## config.mk

```make
export PLATFORM = sky130hd
export DESIGN_NAME = spw_top
export DESIGN_NICKNAME = d
export VERILOG_FILES = /design/src/rtl/spw_pkg.sv /design/src/rtl/spw_half_pair.sv /design/src/rtl/spw_alarm_hist.sv /design/src/rtl/spw_top.sv
export SDC_FILE = /design/constraint.sdc
export NUM_CORES = 2
export LEC_CHECK = 0
export BUFFER_PORTS_ARGS = -buffer_cell sky130_fd_sc_hd__buf_2
export CELL_PAD_IN_SITES_DETAIL_PLACEMENT = 1
export CELL_PAD_IN_SITES_GLOBAL_PLACEMENT = 2
export CORE_AREA = 5 5 311 313
export CTS_CLUSTER_DIAMETER = 60
export DETAILED_ROUTE_END_ITERATION = 8
export DIE_AREA = 0 0 316 318
export PLACE_DENSITY = 0.87
export SLEW_MARGIN = 20
export SYNTH_ARGS = -nofsm -noshare
export SYNTH_HDL_FRONTEND = slang
export SYNTH_HIERARCHICAL = 1
export SYNTH_SLANG_ARGS = --single-unit
```

## constraint.sdc

```tcl
create_clock -name pclk -period 18.3 [get_ports pclk]
set_clock_uncertainty 0.05 [all_clocks]
set_input_delay 4.575 -clock pclk [delete_from_list [all_inputs] [get_ports pclk]]
set_output_delay 4.575 -clock pclk [all_outputs]
set_load 0.05 [all_outputs]
```

## src/rtl/spw_pkg.sv

```systemverilog
// Package of constants and types for the servo position window supervisor
package spw_pkg;

  localparam int APB_AW = 8;
  localparam int HALF_W = 16;
  localparam int POS_W  = 32;
  localparam int CODE_W = 8;

  // Half register index: bit 0 selects upper, bits 2:1 select the pair
  localparam int PAIR_POS_PLUS  = 0;
  localparam int PAIR_POS_MINUS = 1;
  localparam int PAIR_LIM_PLUS  = 2;
  localparam int PAIR_LIM_MINUS = 3;
  localparam int NUM_PAIRS      = 4;

  localparam logic [APB_AW-1:0] OFS_HALF_BASE   = 8'h00;
  localparam logic [APB_AW-1:0] OFS_HALF_LAST   = 8'h1c;
  localparam logic [APB_AW-1:0] OFS_ROUGH_RANGE = 8'h20;
  localparam logic [APB_AW-1:0] OFS_S_TIME      = 8'h24;
  localparam logic [APB_AW-1:0] OFS_HIST_CLEAR  = 8'h28;
  localparam logic [APB_AW-1:0] OFS_STATUS      = 8'h2c;
  localparam logic [APB_AW-1:0] OFS_IRQ_STAT    = 8'h30;
  localparam logic [APB_AW-1:0] OFS_IRQ_MASK    = 8'h34;
  localparam logic [APB_AW-1:0] OFS_HIST_COUNT  = 8'h38;
  localparam logic [APB_AW-1:0] OFS_HIST_BASE   = 8'h40;
  localparam logic [APB_AW-1:0] OFS_HIST_LAST   = 8'h54;

  // Three decimal digits per half
  localparam int              HALF_SCALE = 1000;
  localparam logic signed [HALF_W-1:0] HALF_MAX = 16'sh03e7;
  localparam logic signed [HALF_W-1:0] HALF_MIN = -16'sh03e7;

  localparam int              HIST_DEPTH = 6;
  localparam int              HIST_IDX_W = 3;
  localparam logic [CODE_W-1:0] ALARM_PARAM_ERR = 8'h37;

  localparam logic [HALF_W-1:0] HALF_RESET   = 16'h0000;
  localparam logic [15:0]       ROUGH_RESET  = 16'h0000;
  localparam logic [15:0]       S_TIME_RESET = 16'h0000;

  // Irq status and mask bit positions
  localparam int IRQ_PARAM_ERR = 0;
  localparam int IRQ_LIMIT     = 1;
  localparam int IRQ_ALARM     = 2;
  localparam int IRQ_W         = 3;

  // Millisecond time base for the S-pattern constant
  localparam int CLK_PERIOD_NS = 10;
  localparam int MS_NS         = 1000000;
  localparam int MS_CYCLES_DEF = MS_NS / CLK_PERIOD_NS;

  typedef struct packed {
    logic [APB_AW-1:0] paddr;
    logic              pwrite;
    logic [31:0]       pwdata;
  } spw_apb_req_s;

  typedef struct packed {
    logic soft_limit_active;
    logic param_err;
    logic limit_stop;
    logic pos_complete;
    logic rough_match;
    logic pos_range;
  } spw_status_s;

endpackage

```

## src/rtl/spw_half_pair.sv

```systemverilog
// One signed address formed from a lower and an upper three-digit half
`timescale 1ns/1ps
module spw_half_pair
  import spw_pkg::*;
(
  // Clock and reset
  input  wire logic                    pclk,
  input  wire logic                    presetn,
  // Half writes
  input  wire logic                    wr_lo,
  input  wire logic                    wr_hi,
  input  wire logic [HALF_W-1:0]       wdata,
  // Readback and result
  output logic      [HALF_W-1:0]       lo_q,
  output logic      [HALF_W-1:0]       hi_q,
  output logic signed [POS_W-1:0]      value,
  output logic                         half_err
);

  logic [HALF_W-1:0] lo_pend_reg;
  logic [HALF_W-1:0] lo_reg;
  logic [HALF_W-1:0] hi_reg;

  // Lower half waits until the upper arrives, so no torn value is used
  always_ff @(posedge pclk or negedge presetn) begin
    if (!presetn) begin
      lo_pend_reg <= HALF_RESET;
      lo_reg      <= HALF_RESET;
      hi_reg      <= HALF_RESET;
    end else begin
      if (wr_lo) begin
        lo_pend_reg <= wdata;
      end
      if (wr_hi) begin
        hi_reg <= wdata;
        lo_reg <= lo_pend_reg;
      end
    end
  end

  wire logic signed [HALF_W-1:0] lo_s = signed'(lo_reg);
  wire logic signed [HALF_W-1:0] hi_s = signed'(hi_reg);
  wire logic signed [POS_W-1:0]  lo_ext = POS_W'(lo_s);
  wire logic signed [POS_W-1:0]  hi_ext = POS_W'(hi_s);
  wire logic lo_neg  = lo_s < 0;
  wire logic lo_pos  = lo_s > 0;
  wire logic hi_neg  = hi_s < 0;
  wire logic hi_pos  = hi_s > 0;
  wire logic sign_mm = (lo_neg & hi_pos) | (lo_pos & hi_neg);
  wire logic out_rng = (lo_s > HALF_MAX) | (lo_s < HALF_MIN) |
                       (hi_s > HALF_MAX) | (hi_s < HALF_MIN);

  assign value    = POS_W'(hi_ext * HALF_SCALE) + lo_ext;
  assign half_err = sign_mm | out_rng;
  assign lo_q     = lo_pend_reg;
  assign hi_q     = hi_reg;

endmodule

```

## src/rtl/spw_alarm_hist.sv

```systemverilog
// Alarm history: current alarm plus earlier ones, kept across presetn
`timescale 1ns/1ps
module spw_alarm_hist
  import spw_pkg::*;
(
  // Clock and power-on reset
  input  wire logic                  pclk,
  input  wire logic                  por_n,
  // Update
  input  wire logic                  push,
  input  wire logic [CODE_W-1:0]     push_code,
  input  wire logic                  clear,
  // Read
  input  wire logic [HIST_IDX_W-1:0] rd_idx,
  output logic      [CODE_W-1:0]     rd_data,
  output logic      [HIST_IDX_W-1:0] count
);

  logic [CODE_W-1:0]     entry_reg [HIST_DEPTH];
  logic [HIST_IDX_W-1:0] count_reg;
  logic [CODE_W-1:0]     rd_data_reg;

  // Entry 0 is the current alarm; older ones shift down and fall off
  genvar gi;
  generate
    for (gi = 0; gi < HIST_DEPTH; gi++) begin : g_entry
      always_ff @(posedge pclk or negedge por_n) begin
        if (!por_n) begin
          entry_reg[gi] <= '0;
        end else if (clear) begin
          entry_reg[gi] <= '0;
        end else if (push) begin
          // Index clamped so entry 0 never names a slot below the array
          entry_reg[gi] <= (gi == 0) ? push_code :
                           entry_reg[(gi > 0) ? gi - 1 : 0];
        end
      end
    end
  endgenerate

  wire logic full = count_reg == HIST_IDX_W'(HIST_DEPTH);

  always_ff @(posedge pclk or negedge por_n) begin
    if (!por_n) begin
      count_reg   <= '0;
      rd_data_reg <= '0;
    end else begin
      if (clear) begin
        count_reg <= '0;
      end else if (push && !full) begin
        count_reg <= count_reg + 1'b1;
      end
      rd_data_reg <= (rd_idx < HIST_IDX_W'(HIST_DEPTH)) ?
                     entry_reg[rd_idx] : '0;
    end
  end

  assign rd_data = rd_data_reg;
  assign count   = count_reg;

endmodule

```

## src/rtl/spw_top.sv

```systemverilog
// Position window, rough match, soft limit and alarm history supervisor
//
// Local design decisions: the APB interface to the registers and the placing of the registers.
`timescale 1ns/1ps
module spw_top
  import spw_pkg::*;
#(
  parameter int MS_CYCLES = MS_CYCLES_DEF
)
(
  // Clock and resets
  input  wire logic                    pclk,
  input  wire logic                    presetn,
  input  wire logic                    hist_por_n,
  // APB slave
  input  wire logic                    psel,
  input  wire logic                    penable,
  input  wire logic                    pwrite,
  input  wire logic [APB_AW-1:0]       paddr,
  input  wire logic [31:0]             pwdata,
  output logic      [31:0]             prdata,
  output logic                         pready,
  output logic                         pslverr,
  // Motion core
  input  wire logic signed [POS_W-1:0] cur_pos,
  input  wire logic [POS_W-1:0]        remaining_dist,
  input  wire logic                    in_position_raw,
  input  wire logic                    homing_active,
  input  wire logic                    alarm_valid,
  input  wire logic [CODE_W-1:0]       alarm_code,
  // Stored history clear setting
  input  wire logic                    hist_clear_boot,
  output logic                         hist_clear_setting,
  // Outputs
  output logic                         position_range_output,
  output logic                         rough_match_output,
  output logic                         positioning_complete_output,
  output logic                         motor_stop,
  output logic                         servo_lock,
  output logic                         parameter_error_alarm,
  output logic                         irq
);

  spw_apb_req_s req;
  assign req = '{paddr: paddr, pwrite: pwrite, pwdata: pwdata};

  // APB decode; one wait state so read data comes from a flop
  logic ack_reg;
  logic [31:0] prdata_reg;

  wire logic access   = psel & penable;
  wire logic done     = access & ack_reg;
  wire logic wr_en    = done & req.pwrite;
  wire logic in_half  = req.paddr <= OFS_HALF_LAST;
  wire logic in_hist  = (req.paddr >= OFS_HIST_BASE) &&
                        (req.paddr <= OFS_HIST_LAST);
  wire logic sel_rough = req.paddr == OFS_ROUGH_RANGE;
  wire logic sel_stime = req.paddr == OFS_S_TIME;
  wire logic sel_hclr  = req.paddr == OFS_HIST_CLEAR;
  wire logic sel_stat  = req.paddr == OFS_STATUS;
  wire logic sel_istat = req.paddr == OFS_IRQ_STAT;
  wire logic sel_imask = req.paddr == OFS_IRQ_MASK;
  wire logic sel_hcnt  = req.paddr == OFS_HIST_COUNT;
  wire logic aligned   = req.paddr[1:0] == 2'h0;
  wire logic addr_hit  = aligned & (in_half | in_hist | sel_rough |
                         sel_stime | sel_hclr | sel_stat | sel_istat |
                         sel_imask | sel_hcnt);
  wire logic [2:0] half_idx = req.paddr[4:2];
  wire logic [HIST_IDX_W-1:0] hist_idx =
    HIST_IDX_W'((req.paddr - OFS_HIST_BASE) >> 2);

  // Half registers: four signed pairs
  logic [HALF_W-1:0]       lo_q   [NUM_PAIRS];
  logic [HALF_W-1:0]       hi_q   [NUM_PAIRS];
  logic signed [POS_W-1:0] pval   [NUM_PAIRS];
  logic [NUM_PAIRS-1:0]    herr;

  genvar gp;
  generate
    for (gp = 0; gp < NUM_PAIRS; gp++) begin : g_pair
      wire logic pick = wr_en & aligned & in_half &
                        (half_idx[2:1] == 2'(gp));
      spw_half_pair u_pair (
        .pclk     (pclk),
        .presetn  (presetn),
        .wr_lo    (pick & ~half_idx[0]),
        .wr_hi    (pick & half_idx[0]),
        .wdata    (req.pwdata[HALF_W-1:0]),
        .lo_q     (lo_q[gp]),
        .hi_q     (hi_q[gp]),
        .value    (pval[gp]),
        .half_err (herr[gp])
      );
    end
  endgenerate

  wire logic [HALF_W-1:0] pos_range_minus_lower_half = lo_q[PAIR_POS_MINUS];
  wire logic [HALF_W-1:0] pos_range_minus_upper_half = hi_q[PAIR_POS_MINUS];
  wire logic [HALF_W-1:0] half_rd = half_idx[0] ? hi_q[half_idx[2:1]] :
                                                  lo_q[half_idx[2:1]];

  wire logic signed [POS_W-1:0] win_hi = pval[PAIR_POS_PLUS];
  wire logic signed [POS_W-1:0] win_lo = pval[PAIR_POS_MINUS];
  wire logic signed [POS_W-1:0] lim_hi = pval[PAIR_LIM_PLUS];
  wire logic signed [POS_W-1:0] lim_lo = pval[PAIR_LIM_MINUS];

  // Control registers
  logic [15:0]       rough_range_reg;
  logic [15:0]       s_time_reg;
  logic              hist_clear_reg;
  logic [IRQ_W-1:0]  irq_stat_reg;
  logic [IRQ_W-1:0]  irq_mask_reg;
  logic [IRQ_W-1:0]  irq_event;

  // Parameter error: halves of mixed sign or out of range, or inverted soft limits
  wire logic lim_inverted = lim_hi < lim_lo;
  wire logic perr_now     = (|herr) | lim_inverted;
  logic perr_reg;
  wire logic perr_rise    = perr_now & ~perr_reg;

  // Soft limit check
  wire logic lim_enabled  = (lim_hi != lim_lo) & ~homing_active;
  wire logic beyond       = (cur_pos > lim_hi) | (cur_pos < lim_lo);
  logic limit_reg;
  wire logic limit_next   = lim_enabled & ~perr_now & beyond;
  wire logic limit_rise   = limit_next & ~limit_reg;

  // Window and rough match
  logic range_reg;
  logic rough_reg;
  wire logic in_window = (cur_pos >= win_lo) & (cur_pos <= win_hi);
  wire logic rough_hit = remaining_dist <= POS_W'(rough_range_reg);

  // Positioning complete held back by the S-pattern time
  logic [31:0] tick_reg;
  logic [15:0] ms_reg;
  logic        cmpl_reg;
  wire logic tick_wrap = tick_reg == 32'(MS_CYCLES - 1);
  wire logic s_elapsed = ms_reg == s_time_reg;

  // History clear setting captured after presetn release, then acted on once
  logic       boot_meta_reg;
  logic       boot_sync_reg;
  logic [1:0] boot_cnt_reg;
  logic       boot_done_reg;
  wire logic  boot_take  = (boot_cnt_reg == 2'h3) & ~boot_done_reg;
  wire logic  hist_clear = boot_take & boot_sync_reg;

  // Alarm history; own parameter error takes the slot if both arrive
  logic [CODE_W-1:0]     hist_rd;
  logic [HIST_IDX_W-1:0] hist_cnt;
  wire logic hist_push = perr_rise | alarm_valid;
  wire logic [CODE_W-1:0] push_code = perr_rise ? ALARM_PARAM_ERR :
                                                  alarm_code;

  spw_alarm_hist u_hist (
    .pclk      (pclk),
    .por_n     (hist_por_n),
    .push      (hist_push),
    .push_code (push_code),
    .clear     (hist_clear),
    .rd_idx    (hist_idx),
    .rd_data   (hist_rd),
    .count     (hist_cnt)
  );

  spw_status_s status;
  assign status = '{soft_limit_active: lim_enabled, param_err: perr_reg,
                    limit_stop: limit_reg, pos_complete: cmpl_reg,
                    rough_match: rough_reg, pos_range: range_reg};

  assign irq_event = {hist_push, limit_rise, perr_rise};

  wire logic [31:0] rd_mux =
    !addr_hit ? 32'h0 :
    in_half   ? 32'(half_rd) :
    in_hist   ? 32'(hist_rd) :
    sel_rough ? 32'(rough_range_reg) :
    sel_stime ? 32'(s_time_reg) :
    sel_hclr  ? 32'(hist_clear_reg) :
    sel_stat  ? 32'(status) :
    sel_istat ? 32'(irq_stat_reg) :
    sel_imask ? 32'(irq_mask_reg) :
                32'(hist_cnt);

  always_ff @(posedge pclk or negedge presetn) begin
    if (!presetn) begin
      ack_reg    <= 1'b0;
      prdata_reg <= 32'h0;
    end else begin
      ack_reg <= access & ~ack_reg;
      if (access && !ack_reg) begin
        prdata_reg <= rd_mux;
      end
    end
  end

  always_ff @(posedge pclk or negedge presetn) begin
    if (!presetn) begin
      rough_range_reg <= ROUGH_RESET;
      s_time_reg      <= S_TIME_RESET;
      irq_mask_reg    <= '0;
      irq_stat_reg    <= '0;
    end else begin
      if (wr_en && sel_rough) rough_range_reg <= req.pwdata[15:0];
      if (wr_en && sel_stime) s_time_reg <= req.pwdata[15:0];
      if (wr_en && sel_imask) irq_mask_reg <= req.pwdata[IRQ_W-1:0];
      // A new event wins over a write-one-to-clear in the same cycle
      irq_stat_reg <= (irq_stat_reg &
                       ~({IRQ_W{wr_en & sel_istat}} &
                         req.pwdata[IRQ_W-1:0])) | irq_event;
    end
  end

  // Setting is stored only; it returns to zero once the clear is done
  always_ff @(posedge pclk or negedge presetn) begin
    if (!presetn) begin
      hist_clear_reg <= 1'b0;
      boot_meta_reg  <= 1'b0;
      boot_sync_reg  <= 1'b0;
      boot_cnt_reg   <= 2'h0;
      boot_done_reg  <= 1'b0;
    end else begin
      boot_meta_reg <= hist_clear_boot;
      boot_sync_reg <= boot_meta_reg;
      if (boot_cnt_reg != 2'h3) boot_cnt_reg <= boot_cnt_reg + 2'h1;
      if (boot_take) boot_done_reg <= 1'b1;
      if (hist_clear) begin
        hist_clear_reg <= 1'b0;
      end else if (boot_take) begin
        hist_clear_reg <= boot_sync_reg;
      end else if (wr_en && sel_hclr) begin
        hist_clear_reg <= req.pwdata[0];
      end
    end
  end

  always_ff @(posedge pclk or negedge presetn) begin
    if (!presetn) begin
      perr_reg  <= 1'b0;
      limit_reg <= 1'b0;
      range_reg <= 1'b0;
      rough_reg <= 1'b0;
    end else begin
      perr_reg  <= perr_now;
      limit_reg <= limit_next;
      range_reg <= in_window;
      rough_reg <= rough_hit;
    end
  end

  always_ff @(posedge pclk or negedge presetn) begin
    if (!presetn) begin
      tick_reg <= 32'h0;
      ms_reg   <= 16'h0;
      cmpl_reg <= 1'b0;
    end else if (!in_position_raw) begin
      tick_reg <= 32'h0;
      ms_reg   <= 16'h0;
      cmpl_reg <= 1'b0;
    end else if (s_elapsed) begin
      cmpl_reg <= 1'b1;
    end else if (tick_wrap) begin
      tick_reg <= 32'h0;
      ms_reg   <= ms_reg + 16'h1;
    end else begin
      tick_reg <= tick_reg + 32'h1;
    end
  end

  assign prdata                      = prdata_reg;
  assign pready                      = done;
  assign pslverr                     = done & ~addr_hit;
  assign hist_clear_setting          = hist_clear_reg;
  assign position_range_output       = range_reg;
  assign rough_match_output          = rough_reg;
  assign positioning_complete_output = cmpl_reg;
  assign motor_stop                  = limit_reg;
  assign servo_lock                  = limit_reg;
  assign parameter_error_alarm       = perr_reg;
  assign irq                         = |(irq_stat_reg & irq_mask_reg);

endmodule

```

==> results_dict.tcl <==
set metrics [dict create \
    ant_nets 0 \
    die-width_um 316 \
    postCtsHoldBufs 0 \
    syn_inst 4398 \
    die_h_um 318 \
    vias 32600 \
    io_pins 164 \
    worstMarginPinSlew_ps 1177 \
    use_met3_pct 3.530 \
    cts_root_buf "clkbuf_16" \
    outcome "finished, final reports clean" \
    fmax_mhz 88.05 \
    grtUsageMet1_pct 33.91 \
    multiInputGateArea_um2 28000 \
    start_util_pct 43.35 \
    placed_cell_area_um2 42410 \
    yosys_warnings 6 \
    n_fill_cell 10850 \
    vdd_drop_max_uv 85.70 \
    design_area_um2 44040 \
    core_area_um2 94020 \
    cts_buffers 44 \
    gp_congestion 0.8907 \
    rsz0062_at_grt "no" \
    slew_headroom_pct 20.49 \
    placedCellCount 5682 \
    synth_cell_types 107 \
    grt_overflow 0 \
    r2r_start "g_pair[2].u_pair/hi_q[10]" \
    seq_area_um2 9134 \
    finalHoldViolations 0 \
    final_layout_size_suffix_gt1_share_pct 10.66 \
    clkTransAtPathRegs_ps 60 \
    drt_iter0_markers 2087 \
    slew_violations 0 \
    hp-class "reg -> reg" \
    wl_per_cell_um 22.22 \
    cts-resized-gates 0 \
    ys_ff_latch 365 \
    max_cap_viol_count 0 \
    dpl.hpwl_um 102900 \
    grt_pass1_wl_um 198600 \
    avgSynthCellArea_um2 9.268 \
    endpoint_kind "output port" \
    route.detailed.drc 0 \
    fin_cells 5771 \
    die-area_um2 100500 \
    clock_latency_ps 620 \
    cts_tree "built" \
    critPathKind "in -> out" \
    critPathLaunchType "primary input" \
    setup_viol 0 \
    critPathMaxFanout 64 \
    p_total_mw 4.048 \
    cts_max_level 2 \
    synth_edf_count 0 \
    finalCritPeriodShare_pct 62.06 \
    cts_setup_buffers 0 \
    rows 113 \
    use_met2_pct 42.13 \
    synth_seq_area_share_pct 22.41 \
    worstSetupStartpoint "paddr[4]" \
    hold_start "boot_meta_reg" \
    power.leakage_nw 23.33 \
    viasPerCell 5.649 \
    area_delta_synth_final_pct 8.043 \
    grtUsageTotal_pct 25.05 \
    synthFlopType "dfrtp_1" \
    drt_wl_total_um 128300 \
    nets 5436 \
    grt_max_degree 111 \
    antenna_found_initial 12 \
    cp_data_arrival_time_ps 6730 \
    powerDensity_nw_per_um2 91.92 \
    syn_area_um2 40760 \
    top_usage_layer "met2" \
    critical_path_required_ps 13680 \
    cts_sinks 365 \
    grt_pass1_vias 34240 \
    period_needed_ps 11360 \
    cts_buffer_depth 3 \
    synthArstFlopShare_pct 100.0 \
    fin_tns_setup_ps 0 \
    dr.pass1.iters 5 \
    portBuffers 131 \
]
-- critical path, stage by stage --
cell and delay (ps):
buf_2 80, buf_4 730, o21ai_0 290, nand3_1 310
a21boi_0 130, buf_4 180, nor2b_1 120, buf_2 270
-- metal layers --
layer  vias up  routed length [um]
met1     16580               55540
met5         -                  13
met4         2                3699
li1      15080                   -
met3       191                7484
met2       748               61520
-- per-stage QoR --
stage	setup WS, ps	hold WS [ps]	utilization (%)
final	6943	305.3	46.84
after global routing	6820	327.2	46.83
after CTS	6966	311.3	46.74
after detailed placement	7013	297.3	45.11
after global placement	7034	285.1	45.11
after floorplan	7645	281.2	-
-- final timing paths --
check,slack (ps),end,cells after the start
min in group asynchronous,3940,tick_reg[15],1
worst min-delay path,310,boot_sync_reg,0
worst max-delay path,6940,pslverr,8
worst max register to register,7530,u_hist/count[1],35
max in group asynchronous,11890,g_pair[2].u_pair/hi_q[13],3
worst min register to register,310,boot_sync_reg,0
-- where the power goes --
part | leakage (nW) | internal [mW] | total (mW) | switching [mW]
logic | 18.1 | 0.864 | 2.22 | 1.36
registers | 4.50 | 0.847 | 0.891 | 0.0431
clock network | 0.744 | 0.543 | 0.934 | 0.391
total | 23.3 | 2.25 | 4.05 | 1.79
-- logic make-up after synthesis --
kind of cell / share of synthesized area [%]
AOI/OAI and AO/OA: 13.80
xor gates and xnor gates: 5.007
adders and majority gates: 30.30
buffers and inverters: 9.157
DFF: 22.41
muxes: 8.242
other: 0.009200
and+or+nand+nor: 11.08
-- synthesized netlist by cell type (11+ instances only) --
master,number,share of area [%]
fa_1,232,11
o21ai_0,202,2.5
inv_1,764,7.0
ha_1,616,19
a31oi_1,26,0.40
a2111oi_0,12,0.26
o21a_1,34,0.63
xor2_1,77,1.7
dfrtp_1,365,22
a211o_1,12,0.26
o21ai_1,19,0.23
and3_1,37,0.57
buf_4,62,1.1
nand2_1,259,2.4
a222oi_1,11,0.27
a221oi_1,13,0.28
nor2_1,219,2.0
nor3_1,56,0.69
a21o_1,114,2.1
and2_1,32,0.49
nand2b_1,34,0.52
buf_2,21,0.26
mux2i_1,87,2.1
o31ai_1,12,0.22
mux2_2,147,4.1
a211oi_1,27,0.50
nand3_1,70,0.86
nor2b_1,40,0.61
o211ai_1,22,0.41
a21oi_1,201,2.5
xnor2_1,156,3.4
nor4_1,30,0.46
o21bai_1,12,0.22
mux4_2,32,1.8
or2_2,15,0.23
a21boi_0,13,0.24
nand4_1,62,0.95
clkbuf_1,51,0.47
-- cell type report --
class,instances,share of cell area (%)
well taps,1265,3.594
inverters,764,6.512
clock inverters,22,0.7671
repair buffers,156,2.063
diodes,5,0.02841
multi-input cells,3135,63.58
flip-flops and latches,365,20.74
clock buffers,59,2.719
-- cell usage in the layout, fill, tap and decap left out, drive strengths merged, types with 34 or more instances in the layout --
cell	count
clkbuf	59
o21a	34
buf	156
nor2b	40
a21oi	207
and3	38
mux2	157
ha	616
a21o	118
xnor2	156
mux2i	87
inv	769
xor2	77
nor2	220
nand4	64
fa	232
nand3	72
o21ai	223
nand2	260
nand2b	35
dfrtp	365
nor3	58
(Power assumes the default switching activity.)
